$ cat config.mk
export PLATFORM = sky130hd
export DESIGN_NAME = mpsr_top
export DESIGN_NICKNAME = d
export VERILOG_FILES = /design/src/common/mpsr_pkg.sv /design/src/hdl/mpsr_top.sv
export SDC_FILE = /design/constraint.sdc
export NUM_CORES = 1
export LEC_CHECK = 0
export ABC_AREA = 1
export BUFFER_PORTS_ARGS = -buffer_cell sky130_fd_sc_hd__buf_4
export CORE_MARGIN = 2
export CORE_UTILIZATION = 50
export DETAILED_ROUTE_END_ITERATION = 12
export PLACE_DENSITY = 0.84
export SLEW_MARGIN = 30
export SYNTH_ARGS = -nofsm -noshare
export SYNTH_HDL_FRONTEND = slang
export SYNTH_SLANG_ARGS = --single-unit
$ cat constraint.sdc
create_clock -name clk -period 1.77 [get_ports clk]
set_input_delay 0.177 -clock clk [delete_from_list [all_inputs] [get_ports clk]]
set_output_delay 0.177 -clock clk [all_outputs]
set_load 0.1 [all_outputs]
$ cat src/common/mpsr_pkg.sv
// constants of the metering peak and status register slice
// Summary of operation
// - zero bypass word keeps all filters active
// - any nonzero bypass word bypasses every filter
// - current peak magnitude in low 24 bits
// - bits 24-26 tag current peak phase
// - peak register top five bits read zero
// - voltage peak magnitude in low 24 bits
// - bits 24-26 tag voltage peak phase
// - flag 0 on total active bit-30 change
// - flag 1 on fundamental active bit-30 change
// - flag 2 on total reactive bit-30 change
// - flag 3 on fundamental reactive bit-30 change
// - flag 4 on apparent energy bit-30 change
// - flag 5 ends line-cycle integration
// - flags 6-8 on phase active sign flip
// - flag 9 on pulse-one sum sign flip
// - flags 10-11 on A/B reactive flip
// - flag 12 on phase C reactive flip
package mpsr_pkg;
  // ==========================================================
  // register offsets
  localparam logic [15:0] ADDR_FILTER_BYPASS = 16'h43B6;
  localparam logic [15:0] ADDR_CUR_PEAK = 16'hE500;
  localparam logic [15:0] ADDR_VOLT_PEAK = 16'hE501;
  localparam logic [15:0] ADDR_EVENT_FLAGS = 16'hE502;
  localparam logic [15:0] ADDR_SIGN_WORD = 16'hE617;
  localparam logic [15:0] ADDR_ACCUM_CFG = 16'hE701;
  localparam logic [15:0] ADDR_EVENT_MASK = 16'hE5F0;
  localparam logic [15:0] ADDR_LINE_CTRL = 16'hE5F1;
  localparam logic [15:0] ADDR_HALF_CYC = 16'hE5F2;
  // ==========================================================
  // widths and field positions
  localparam int MAG_W = 24;
  localparam int FLAG_W = 13;
  localparam int SIGN_W = 7;
  localparam int HALF_CYC_W = 16;
  localparam int PHASE_LSB = 24;
  localparam int ACT_SEL_BIT = 6;
  localparam int REACT_SEL_BIT = 7;
  localparam int LINE_EN_BIT = 0;
  // event flag positions
  localparam int FL_TOT_ACT = 0;
  localparam int FL_FUND_ACT = 1;
  localparam int FL_TOT_REACT = 2;
  localparam int FL_FUND_REACT = 3;
  localparam int FL_APPARENT = 4;
  localparam int FL_LINE_DONE = 5;
  localparam int FL_ACT_FLIP = 6;
  localparam int FL_SUM1_FLIP = 9;
  localparam int FL_REACT_FLIP = 10;
  // sign word positions
  localparam int SG_ACT = 0;
  localparam int SG_SUM1 = 3;
  localparam int SG_REACT = 4;
  // ==========================================================
  // reset values
  localparam logic [23:0] FILTER_BYPASS_RST = 24'h000000;
  localparam logic [7:0] ACCUM_CFG_RST = 8'h00;
  localparam logic [FLAG_W-1:0] FLAGS_RST = 13'h0000;
  localparam logic [SIGN_W-1:0] SIGN_RST = 7'h00;
  localparam logic [HALF_CYC_W-1:0] HALF_CYC_RST = 16'h0000;
  localparam logic [31:0] READ_ZERO = 32'h00000000;
endpackage : mpsr_pkg

$ cat src/hdl/mpsr_top.sv
// register slice: filter bypass, peak capture, primary event flags
//
// Added by the designer: the strobed register port.
`timescale 1ns/1ps
module mpsr_top
  import mpsr_pkg::*;
#(
  parameter bit HAS_FUND = 1'b1,
  parameter bit HAS_REACTIVE = 1'b1
) (
  // clock and reset
  input wire logic clk,
  input wire logic arst_n,
  // register port
  input wire logic [15:0] reg_addr,
  input wire logic [31:0] reg_wdata,
  input wire logic reg_wr,
  input wire logic reg_rd,
  output logic [31:0] reg_rdata,
  // filter control to signal path
  output logic hpf_bypass,
  // peak detector results
  input wire logic cur_peak_stb,
  input wire logic [MAG_W-1:0] cur_peak_mag,
  input wire logic [2:0] cur_peak_phase,
  input wire logic volt_peak_stb,
  input wire logic [MAG_W-1:0] volt_peak_mag,
  input wire logic [2:0] volt_peak_phase,
  // bit 30 of each per-phase energy accumulator
  input wire logic [2:0] tot_act_bit30,
  input wire logic [2:0] fund_act_bit30,
  input wire logic [2:0] tot_react_bit30,
  input wire logic [2:0] fund_react_bit30,
  input wire logic [2:0] apparent_bit30,
  // line cycle timing
  input wire logic half_cycle_tick,
  // power signs, high when negative
  input wire logic [2:0] tot_act_neg,
  input wire logic [2:0] fund_act_neg,
  input wire logic [2:0] tot_react_neg,
  input wire logic [2:0] fund_react_neg,
  input wire logic sum1_neg,
  // interrupt
  output logic irq
);

  // ==========================================================
  // helpers

  // true when any bit of a three-phase group moved
  function automatic logic any_flip(input logic [2:0] now_v, input logic [2:0] old_v);
    any_flip = |(now_v ^ old_v);
  endfunction : any_flip

  // write hit on a given address
  function automatic logic wr_hit(input logic [15:0] a);
    wr_hit = reg_wr && (reg_addr == a);
  endfunction : wr_hit

  // ==========================================================
  // software registers
  // every word resets to zero; a write to any other address leaves it alone

  logic [23:0] filter_bypass_r;
  logic [7:0] accum_cfg_r;
  logic [FLAG_W-1:0] event_mask_r;
  logic line_mode_r;
  logic [HALF_CYC_W-1:0] half_cyc_set_r;

  // filter bypass word, any nonzero value counts
  // only the low 24 bits are kept; the rest of a written word is dropped
  always_ff @(posedge clk or negedge arst_n) begin
    if (!arst_n) begin
      filter_bypass_r <= FILTER_BYPASS_RST;
    end else if (wr_hit(ADDR_FILTER_BYPASS)) begin
      filter_bypass_r <= reg_wdata[23:0];
    end
  end

  // bypass level from its own flop, loaded beside the word so both agree;
  // zero keeps filters in, anything else bypasses all of them
  always_ff @(posedge clk or negedge arst_n) begin
    if (!arst_n) begin
      hpf_bypass <= 1'b0;
    end else if (wr_hit(ADDR_FILTER_BYPASS)) begin
      hpf_bypass <= |reg_wdata[23:0];
    end
  end

  // accumulation config, sign source selects live here
  always_ff @(posedge clk or negedge arst_n) begin
    if (!arst_n) begin
      accum_cfg_r <= ACCUM_CFG_RST;
    end else if (wr_hit(ADDR_ACCUM_CFG)) begin
      accum_cfg_r <= reg_wdata[7:0];
    end
  end

  // interrupt mask, same layout as the flags
  // a masked flag still sets and reads back; it only stays off the interrupt
  always_ff @(posedge clk or negedge arst_n) begin
    if (!arst_n) begin
      event_mask_r <= FLAGS_RST;
    end else if (wr_hit(ADDR_EVENT_MASK)) begin
      event_mask_r <= reg_wdata[FLAG_W-1:0];
    end
  end

  // line-cycle mode enable; turning it off also restarts the count
  always_ff @(posedge clk or negedge arst_n) begin
    if (!arst_n) begin
      line_mode_r <= 1'b0;
    end else if (wr_hit(ADDR_LINE_CTRL)) begin
      line_mode_r <= reg_wdata[LINE_EN_BIT];
    end
  end

  // number of half line cycles per integration
  always_ff @(posedge clk or negedge arst_n) begin
    if (!arst_n) begin
      half_cyc_set_r <= HALF_CYC_RST;
    end else if (wr_hit(ADDR_HALF_CYC)) begin
      half_cyc_set_r <= reg_wdata[HALF_CYC_W-1:0];
    end
  end

  // ==========================================================
  // peak capture
  // the detectors outside find the peaks; each word holds the last result and
  // its phase tag until the next strobe replaces both together

  logic [MAG_W-1:0] cur_mag_r;
  logic [2:0] cur_phase_r;
  logic [MAG_W-1:0] volt_mag_r;
  logic [2:0] volt_phase_r;

  // current channel peak and its phase tag
  always_ff @(posedge clk or negedge arst_n) begin
    if (!arst_n) begin
      cur_mag_r <= '0;
      cur_phase_r <= '0;
    end else if (cur_peak_stb) begin
      cur_mag_r <= cur_peak_mag;
      cur_phase_r <= cur_peak_phase;
    end
  end

  // voltage channel peak and its phase tag
  always_ff @(posedge clk or negedge arst_n) begin
    if (!arst_n) begin
      volt_mag_r <= '0;
      volt_phase_r <= '0;
    end else if (volt_peak_stb) begin
      volt_mag_r <= volt_peak_mag;
      volt_phase_r <= volt_peak_phase;
    end
  end

  // ==========================================================
  // energy bit-30 watch

  logic primed_r;
  logic [2:0] tot_act_old_r;
  logic [2:0] fund_act_old_r;
  logic [2:0] tot_react_old_r;
  logic [2:0] fund_react_old_r;
  logic [2:0] apparent_old_r;

  // primed stays low for the first edge after reset, so a live accumulator
  // bit that differs from the cleared history is not taken as a change
  always_ff @(posedge clk or negedge arst_n) begin
    if (!arst_n) begin
      primed_r <= 1'b0;
    end else begin
      primed_r <= 1'b1;
    end
  end

  // last total active bits
  always_ff @(posedge clk or negedge arst_n) begin
    if (!arst_n) begin
      tot_act_old_r <= '0;
    end else begin
      tot_act_old_r <= tot_act_bit30;
    end
  end

  // last fundamental active bits
  always_ff @(posedge clk or negedge arst_n) begin
    if (!arst_n) begin
      fund_act_old_r <= '0;
    end else begin
      fund_act_old_r <= fund_act_bit30;
    end
  end

  // last total reactive bits
  always_ff @(posedge clk or negedge arst_n) begin
    if (!arst_n) begin
      tot_react_old_r <= '0;
    end else begin
      tot_react_old_r <= tot_react_bit30;
    end
  end

  // last fundamental reactive bits
  always_ff @(posedge clk or negedge arst_n) begin
    if (!arst_n) begin
      fund_react_old_r <= '0;
    end else begin
      fund_react_old_r <= fund_react_bit30;
    end
  end

  // last apparent bits
  always_ff @(posedge clk or negedge arst_n) begin
    if (!arst_n) begin
      apparent_old_r <= '0;
    end else begin
      apparent_old_r <= apparent_bit30;
    end
  end

  // ==========================================================
  // line-cycle integration
  // flag 5 rises on the edge of the Nth half-cycle tick; the count then restarts

  logic [HALF_CYC_W-1:0] half_cnt_r;
  logic line_done;

  // limitation: a new setting takes effect at once; one below the count already
  // reached lets the counter run until it wraps before the next completion
  // count half cycles while line mode runs; a zero setting never ends
  assign line_done = line_mode_r && half_cycle_tick && (half_cyc_set_r != HALF_CYC_RST)
                     && (half_cnt_r == half_cyc_set_r - 16'h0001);

  always_ff @(posedge clk or negedge arst_n) begin
    if (!arst_n) begin
      half_cnt_r <= HALF_CYC_RST;
    end else if (!line_mode_r || line_done) begin
      half_cnt_r <= HALF_CYC_RST;
    end else if (half_cycle_tick) begin
      half_cnt_r <= half_cnt_r + 16'h0001;
    end
  end

  // ==========================================================
  // power sign tracking
  // sign bits are 1 for negative power

  logic [SIGN_W-1:0] sign_r;
  logic [SIGN_W-1:0] sign_nxt;

  // selected signs: active by one select bit, reactive by another; a variant
  // without fundamental metering ignores the selects and follows total power
  always_comb begin
    sign_nxt = SIGN_RST;
    sign_nxt[SG_ACT +: 3] = (HAS_FUND && accum_cfg_r[ACT_SEL_BIT]) ? fund_act_neg : tot_act_neg;
    sign_nxt[SG_SUM1] = sum1_neg;
    if (HAS_REACTIVE) begin
      sign_nxt[SG_REACT +: 3] = (HAS_FUND && accum_cfg_r[REACT_SEL_BIT]) ? fund_react_neg : tot_react_neg;
    end
  end

  // the sign word always shows the present sign
  always_ff @(posedge clk or negedge arst_n) begin
    if (!arst_n) begin
      sign_r <= SIGN_RST;
    end else begin
      sign_r <= sign_nxt;
    end
  end

  // ==========================================================
  // event flags
  // every event is a one-cycle set pulse; the word keeps it until cleared

  logic [FLAG_W-1:0] flag_set;
  logic [FLAG_W-1:0] flag_clr;
  logic [FLAG_W-1:0] flags_r;
  logic [FLAG_W-1:0] flags_nxt;
  logic [FLAG_W-1:0] event_mask_nxt;
  logic [SIGN_W-1:0] sign_flip;

  // a select change may also register as a flip, as in a real meter
  assign sign_flip = primed_r ? (sign_nxt ^ sign_r) : SIGN_RST;

  // raw events, one cycle each
  always_comb begin
    flag_set = FLAGS_RST;
    flag_set[FL_TOT_ACT] = primed_r && any_flip(tot_act_bit30, tot_act_old_r);
    flag_set[FL_FUND_ACT] = HAS_FUND && primed_r && any_flip(fund_act_bit30, fund_act_old_r);
    flag_set[FL_TOT_REACT] = HAS_REACTIVE && primed_r && any_flip(tot_react_bit30, tot_react_old_r);
    flag_set[FL_FUND_REACT] = HAS_FUND && HAS_REACTIVE && primed_r
                              && any_flip(fund_react_bit30, fund_react_old_r);
    flag_set[FL_APPARENT] = primed_r && any_flip(apparent_bit30, apparent_old_r);
    flag_set[FL_LINE_DONE] = line_done;
    flag_set[FL_ACT_FLIP +: 3] = sign_flip[SG_ACT +: 3];
    flag_set[FL_SUM1_FLIP] = sign_flip[SG_SUM1];
    flag_set[FL_REACT_FLIP +: 2] = sign_flip[SG_REACT +: 2];
    flag_set[FL_REACT_FLIP + 2] = sign_flip[SG_REACT + 2];
  end

  // write-one-to-clear
  assign flag_clr = wr_hit(ADDR_EVENT_FLAGS) ? reg_wdata[FLAG_W-1:0] : FLAGS_RST;

  // next flag word; a new event beats a clear in the same cycle, so an event
  // that lands while software clears its bit is never lost
  assign flags_nxt = (flags_r & ~flag_clr) | flag_set;

  // sticky flags
  always_ff @(posedge clk or negedge arst_n) begin
    if (!arst_n) begin
      flags_r <= FLAGS_RST;
    end else begin
      flags_r <= flags_nxt;
    end
  end

  // ==========================================================
  // interrupt

  // mask as it will stand after this edge
  assign event_mask_nxt = wr_hit(ADDR_EVENT_MASK) ? reg_wdata[FLAG_W-1:0] : event_mask_r;

  // level interrupt from a flop, fed from next values so that it rises on the
  // same edge as its flag rather than one cycle behind
  always_ff @(posedge clk or negedge arst_n) begin
    if (!arst_n) begin
      irq <= 1'b0;
    end else begin
      irq <= |(flags_nxt & event_mask_nxt);
    end
  end

  // ==========================================================
  // read path
  // the word stands for exactly one cycle after the strobe and the port shows
  // zero otherwise, so a host that samples late sees zero rather than old data

  logic [31:0] rd_mux;

  // unmapped addresses and reserved bits read zero
  always_comb begin
    rd_mux = READ_ZERO;
    case (reg_addr)
      ADDR_FILTER_BYPASS: rd_mux[23:0] = filter_bypass_r;
      ADDR_CUR_PEAK: begin
        rd_mux[MAG_W-1:0] = cur_mag_r;
        rd_mux[PHASE_LSB +: 3] = cur_phase_r;
      end
      ADDR_VOLT_PEAK: begin
        rd_mux[MAG_W-1:0] = volt_mag_r;
        rd_mux[PHASE_LSB +: 3] = volt_phase_r;
      end
      ADDR_EVENT_FLAGS: rd_mux[FLAG_W-1:0] = flags_r;
      ADDR_SIGN_WORD: rd_mux[SIGN_W-1:0] = sign_r;
      ADDR_ACCUM_CFG: rd_mux[7:0] = accum_cfg_r;
      ADDR_EVENT_MASK: rd_mux[FLAG_W-1:0] = event_mask_r;
      ADDR_LINE_CTRL: rd_mux[LINE_EN_BIT] = line_mode_r;
      ADDR_HALF_CYC: rd_mux[HALF_CYC_W-1:0] = half_cyc_set_r;
      default: rd_mux = READ_ZERO;
    endcase
  end

  // read data one cycle after the strobe, zero otherwise
  always_ff @(posedge clk or negedge arst_n) begin
    if (!arst_n) begin
      reg_rdata <= READ_ZERO;
    end else if (reg_rd) begin
      reg_rdata <= rd_mux;
    end else begin
      reg_rdata <= READ_ZERO;
    end
  end

endmodule : mpsr_top

==> results.yml <==
clock_network:
  ctsLongestPathBuffers: 2
  clkLatencyLatePin_ns: 0.44
  clk_pin_slew_ns: 0.08
  cts_tree: "yes"
  clock-sinks: 197
  cts_buffers: 17
  cts_max_level: 4
  cts_root_buf: "clkbuf_16"
global_routing:
  track_usage_pct: 30.8
  grt_max_degree: 65
  antenna_found_initial: 0
  grtUsageMet3_pct: 7.42
  grt_pass1_vias: 9282
  grt-busiest-layer: "met2"
  grt_pass1_wl_mm: 47.6
  overflow: 0
  grt_use_met2_pct: 51.5
  met1_usage_pct: 38.7
critical_path:
  worstSetupEndpointType: "flip-flop"
  crit-reg2reg-launch: "half_cyc_set_r[1]"
  crit_fanout: 5
  path_cells: "inv_2, ha_4, or2_2, nand2_2, nor2_4, o21ai_1, nor2_1, nand2_1, nor2_4, nand3_4, nand2_2, nand2_1, nand3_1"
  reg2reg_depth: 13
  crit_required_ns: 2.08
  setup.reg_to_reg.worst_slack_ns: -0.17
  worstSetupPathType: "reg -> reg"
  regToRegEndpoint: "irq"
  crit_slowest_cell: "dfrtp_1"
  startpoint_type: "flip-flop"
  arrival_ns: 2.26
  max_stage_delay_ns: 0.42
synthesis:
  synth_seq_cells: 197
  syn-instance-count: 1119
  synth_top_area_cell: "dfrtp_1"
  synth.area.top_cells: "dfrtp_1, nand2_1, inv_1"
  async_flop_share_pct: 100
  synthesis.area_per_instance_sq_um: 8.46
  synth-edff-count: 0
  yosysTopAreaCellShare_pct: 52.1
  yosysSeqAreaShare_pct: 52.1
  ys_types: 45
  synth_area_sq_um: 9470
  ys.flop_type: "dfrtp_1"
  yosys_warnings: 0
sta:
  fin_worst_skew_ns: 0.0143
  slew_headroom_pct: 64.1
  grt_setup_unrepaired: "yes"
  final.setup.worst_slack_ns: -0.171
  slew_violations: 0
  finalSetupViolCount: 18
  whs_ns: 0.0159
  hold_violations: 0
  tightestPinTransition_ns: 0.532
  finalCritPeriodShare_pct: 110
  max_freq_mhz: 515
  period_needed_ns: 1.94
finish:
  layout-drive-gt1-share_pct: 24.6
  seq_area_sq_um: 4930
  final_area_sq_um: 13100
  syn2layout_area_growth_pct: 38.4
  fin_util_pct: 70.3
  multi_input_area_sq_um: 4050
  num_antenna_cells: 0
  nFillCells: 1315
  final_common_cell: "nand2_1"
  layout_common_cells: "nand2_1, buf_4, dfrtp_1"
  final_nets: 1562
worst_hold_path:
  min_from: "reg_wdata[18]"
  min_path_cells: 2
  hold_path.class: "in -> reg"
  whs_endpoint: "filter_bypass_r[18]"
floorplanning:
  initial_core_util_pct: 50.8
  num_rows: 50
  core-area_sq_um: 18600
  die_w_microns: 142
  io_pins: 171
  die_y_microns: 142
  die-area_sq_um: 20100
route:
  via_count: 9250
  drt-pass1-iter-count: 8
  antenna_left: 0
  vias_per_cell: 5.54
  wl_mm: 30.4
  initialDrtViolationCount: 957
  route.detailed.drc: 0
  wire_per_inst_microns: 18.2
power_and_ir_drop:
  ir_drop_uv: 766
  power.leakage_nw: 6.35
  powerDensity_nw_per_um2: 745
  totalPowerFinal_mw: 9.76
flow_run:
  drv_cap: 0
placed_design:
  io_buffer_count: 157
  place_congestion: 0.941
  placed_area_sq_um: 11300
  post-dp-hpwl_mm: 20.1
status:
  violations: "negative setup slack"
  status: "complete, but fails checks"
[registers in the layout, indices dropped and copies added (netlist names)]
register and flops:
accum_cfg_r 8, sign_r 7, half_cyc_set_r 16, cur_phase_r 3, tot_act_old_r 3, primed_r 1, irq 1, volt_mag_r 24
reg_rdata 27, apparent_old_r 3, fund_act_old_r 3, line_mode_r 1, filter_bypass_r 24, tot_react_old_r 3, event_mask_r 13, fund_react_old_r 3
half_cnt_r 16, cur_mag_r 24, volt_phase_r 3, flags_r 13, hpf_bypass 1
[layout make-up]
class | instances | area share [%]
inverter | 132 | 3.78
timing repair buffer | 316 | 20.5
clock inverter | 15 | 1.66
tap | 234 | 2.23
multi-input combinational | 759 | 30.9
clock buffer | 17 | 3.25
sequential | 197 | 37.7
[per-stage QoR]
stage / setup TNS [ns] / std cells / setup slack [ns]
floorplan: 0 / 1123 / 0.0270
global placement: -1.19 / 1542 / -0.122
detailed placement: -2.60 / 1542 / -0.137
CTS: -1.58 / 1668 / -0.108
global route: -4.82 / 1670 / -0.303
finish: -2.45 / 1670 / -0.171
[critical path, delay by kind of cell, from the launching register on]
| kind | cells | cell delay [ns] |
|---|---|---|
| AND/OR/NAND/NOR | 10 | 1.02 |
| buffers and inverters | 1 | 0.09 |
| adder cells (fa/ha/maj) | 1 | 0.20 |
| AO/OA/AOI/OAI | 1 | 0.10 |
| flip-flops | 1 | 0.42 |
[where the power goes]
| group | internal (mW) | total, mW | leakage, nW | switching, mW |
|---|---|---|---|---|
| Combinational | 0.455 | 0.942 | 3.53 | 0.486 |
| Sequential | 4.64 | 4.71 | 2.51 | 0.0752 |
| Clock | 2.09 | 4.10 | 0.309 | 2.02 |
[layer usage]
layer / vias up / share of wire [%]
met5: - / 0
met4: 0 / 3.9
met3: 107 / 9.3
met2: 507 / 49
met1: 4407 / 38
li1: 4229 / -
[cell families after synthesis]
group	Yosys count	synth area share, %
adders and majority gates	2	0.264
xor gates and xnor gates	30	2.92
other	2	0.0793
muxes	33	3.92
AOI/OAI and AO/OA	156	9.27
buffers and inverters	169	7.28
and+or+nand+nor	530	24.2
DFF	197	52.1
[synthesized netlist by cell type (8+ instances only)]
master	number
dfrtp_1	197
nor3_1	18
clkbuf_1	19
o21ai_1	28
a21oi_1	10
inv_1	123
o22ai_1	8
xnor2_1	16
nand3_1	56
o21ai_0	79
mux2_2	31
buf_2	8
xor2_1	13
nor2_1	97
nand4_1	19
o211ai_1	9
nand2_1	306
a221oi_1	9
[how the worst max path moves through the flow]
| stage | depth (start not counted) | start | end | slack (ns) |
|---|---|---|---|---|
| finish | 13 | half_cyc_set_r[1] | irq | -0.17 |
| global route | 14 | half_cyc_set_r[7] | half_cnt_r[14] | -0.30 |
| CTS | 13 | half_cyc_set_r[1] | half_cnt_r[12] | -0.11 |
| detailed placement | 12 | reg_addr[11] | irq | -0.14 |
| global placement | 12 | reg_addr[11] | irq | -0.12 |
| floorplan | 13 | half_cyc_set_r[0] | half_cnt_r[2] | 0.03 |
[what timing repair did]
| item | 4_1_cts | 5_1_grt |
|---|---|---|
| hold endpoints to repair | 115 | 0 |
| gates cloned | 2 | 0 |
| hold buffers | 89 | 0 |
| gates resized for setup | 21 | 20 |
| pin swaps | 1 | 4 |
| buffers inserted | 3 | 2 |
| setup endpoints to repair | 17 | 18 |
No activity file was read; power rests on OpenSTA's default activity.
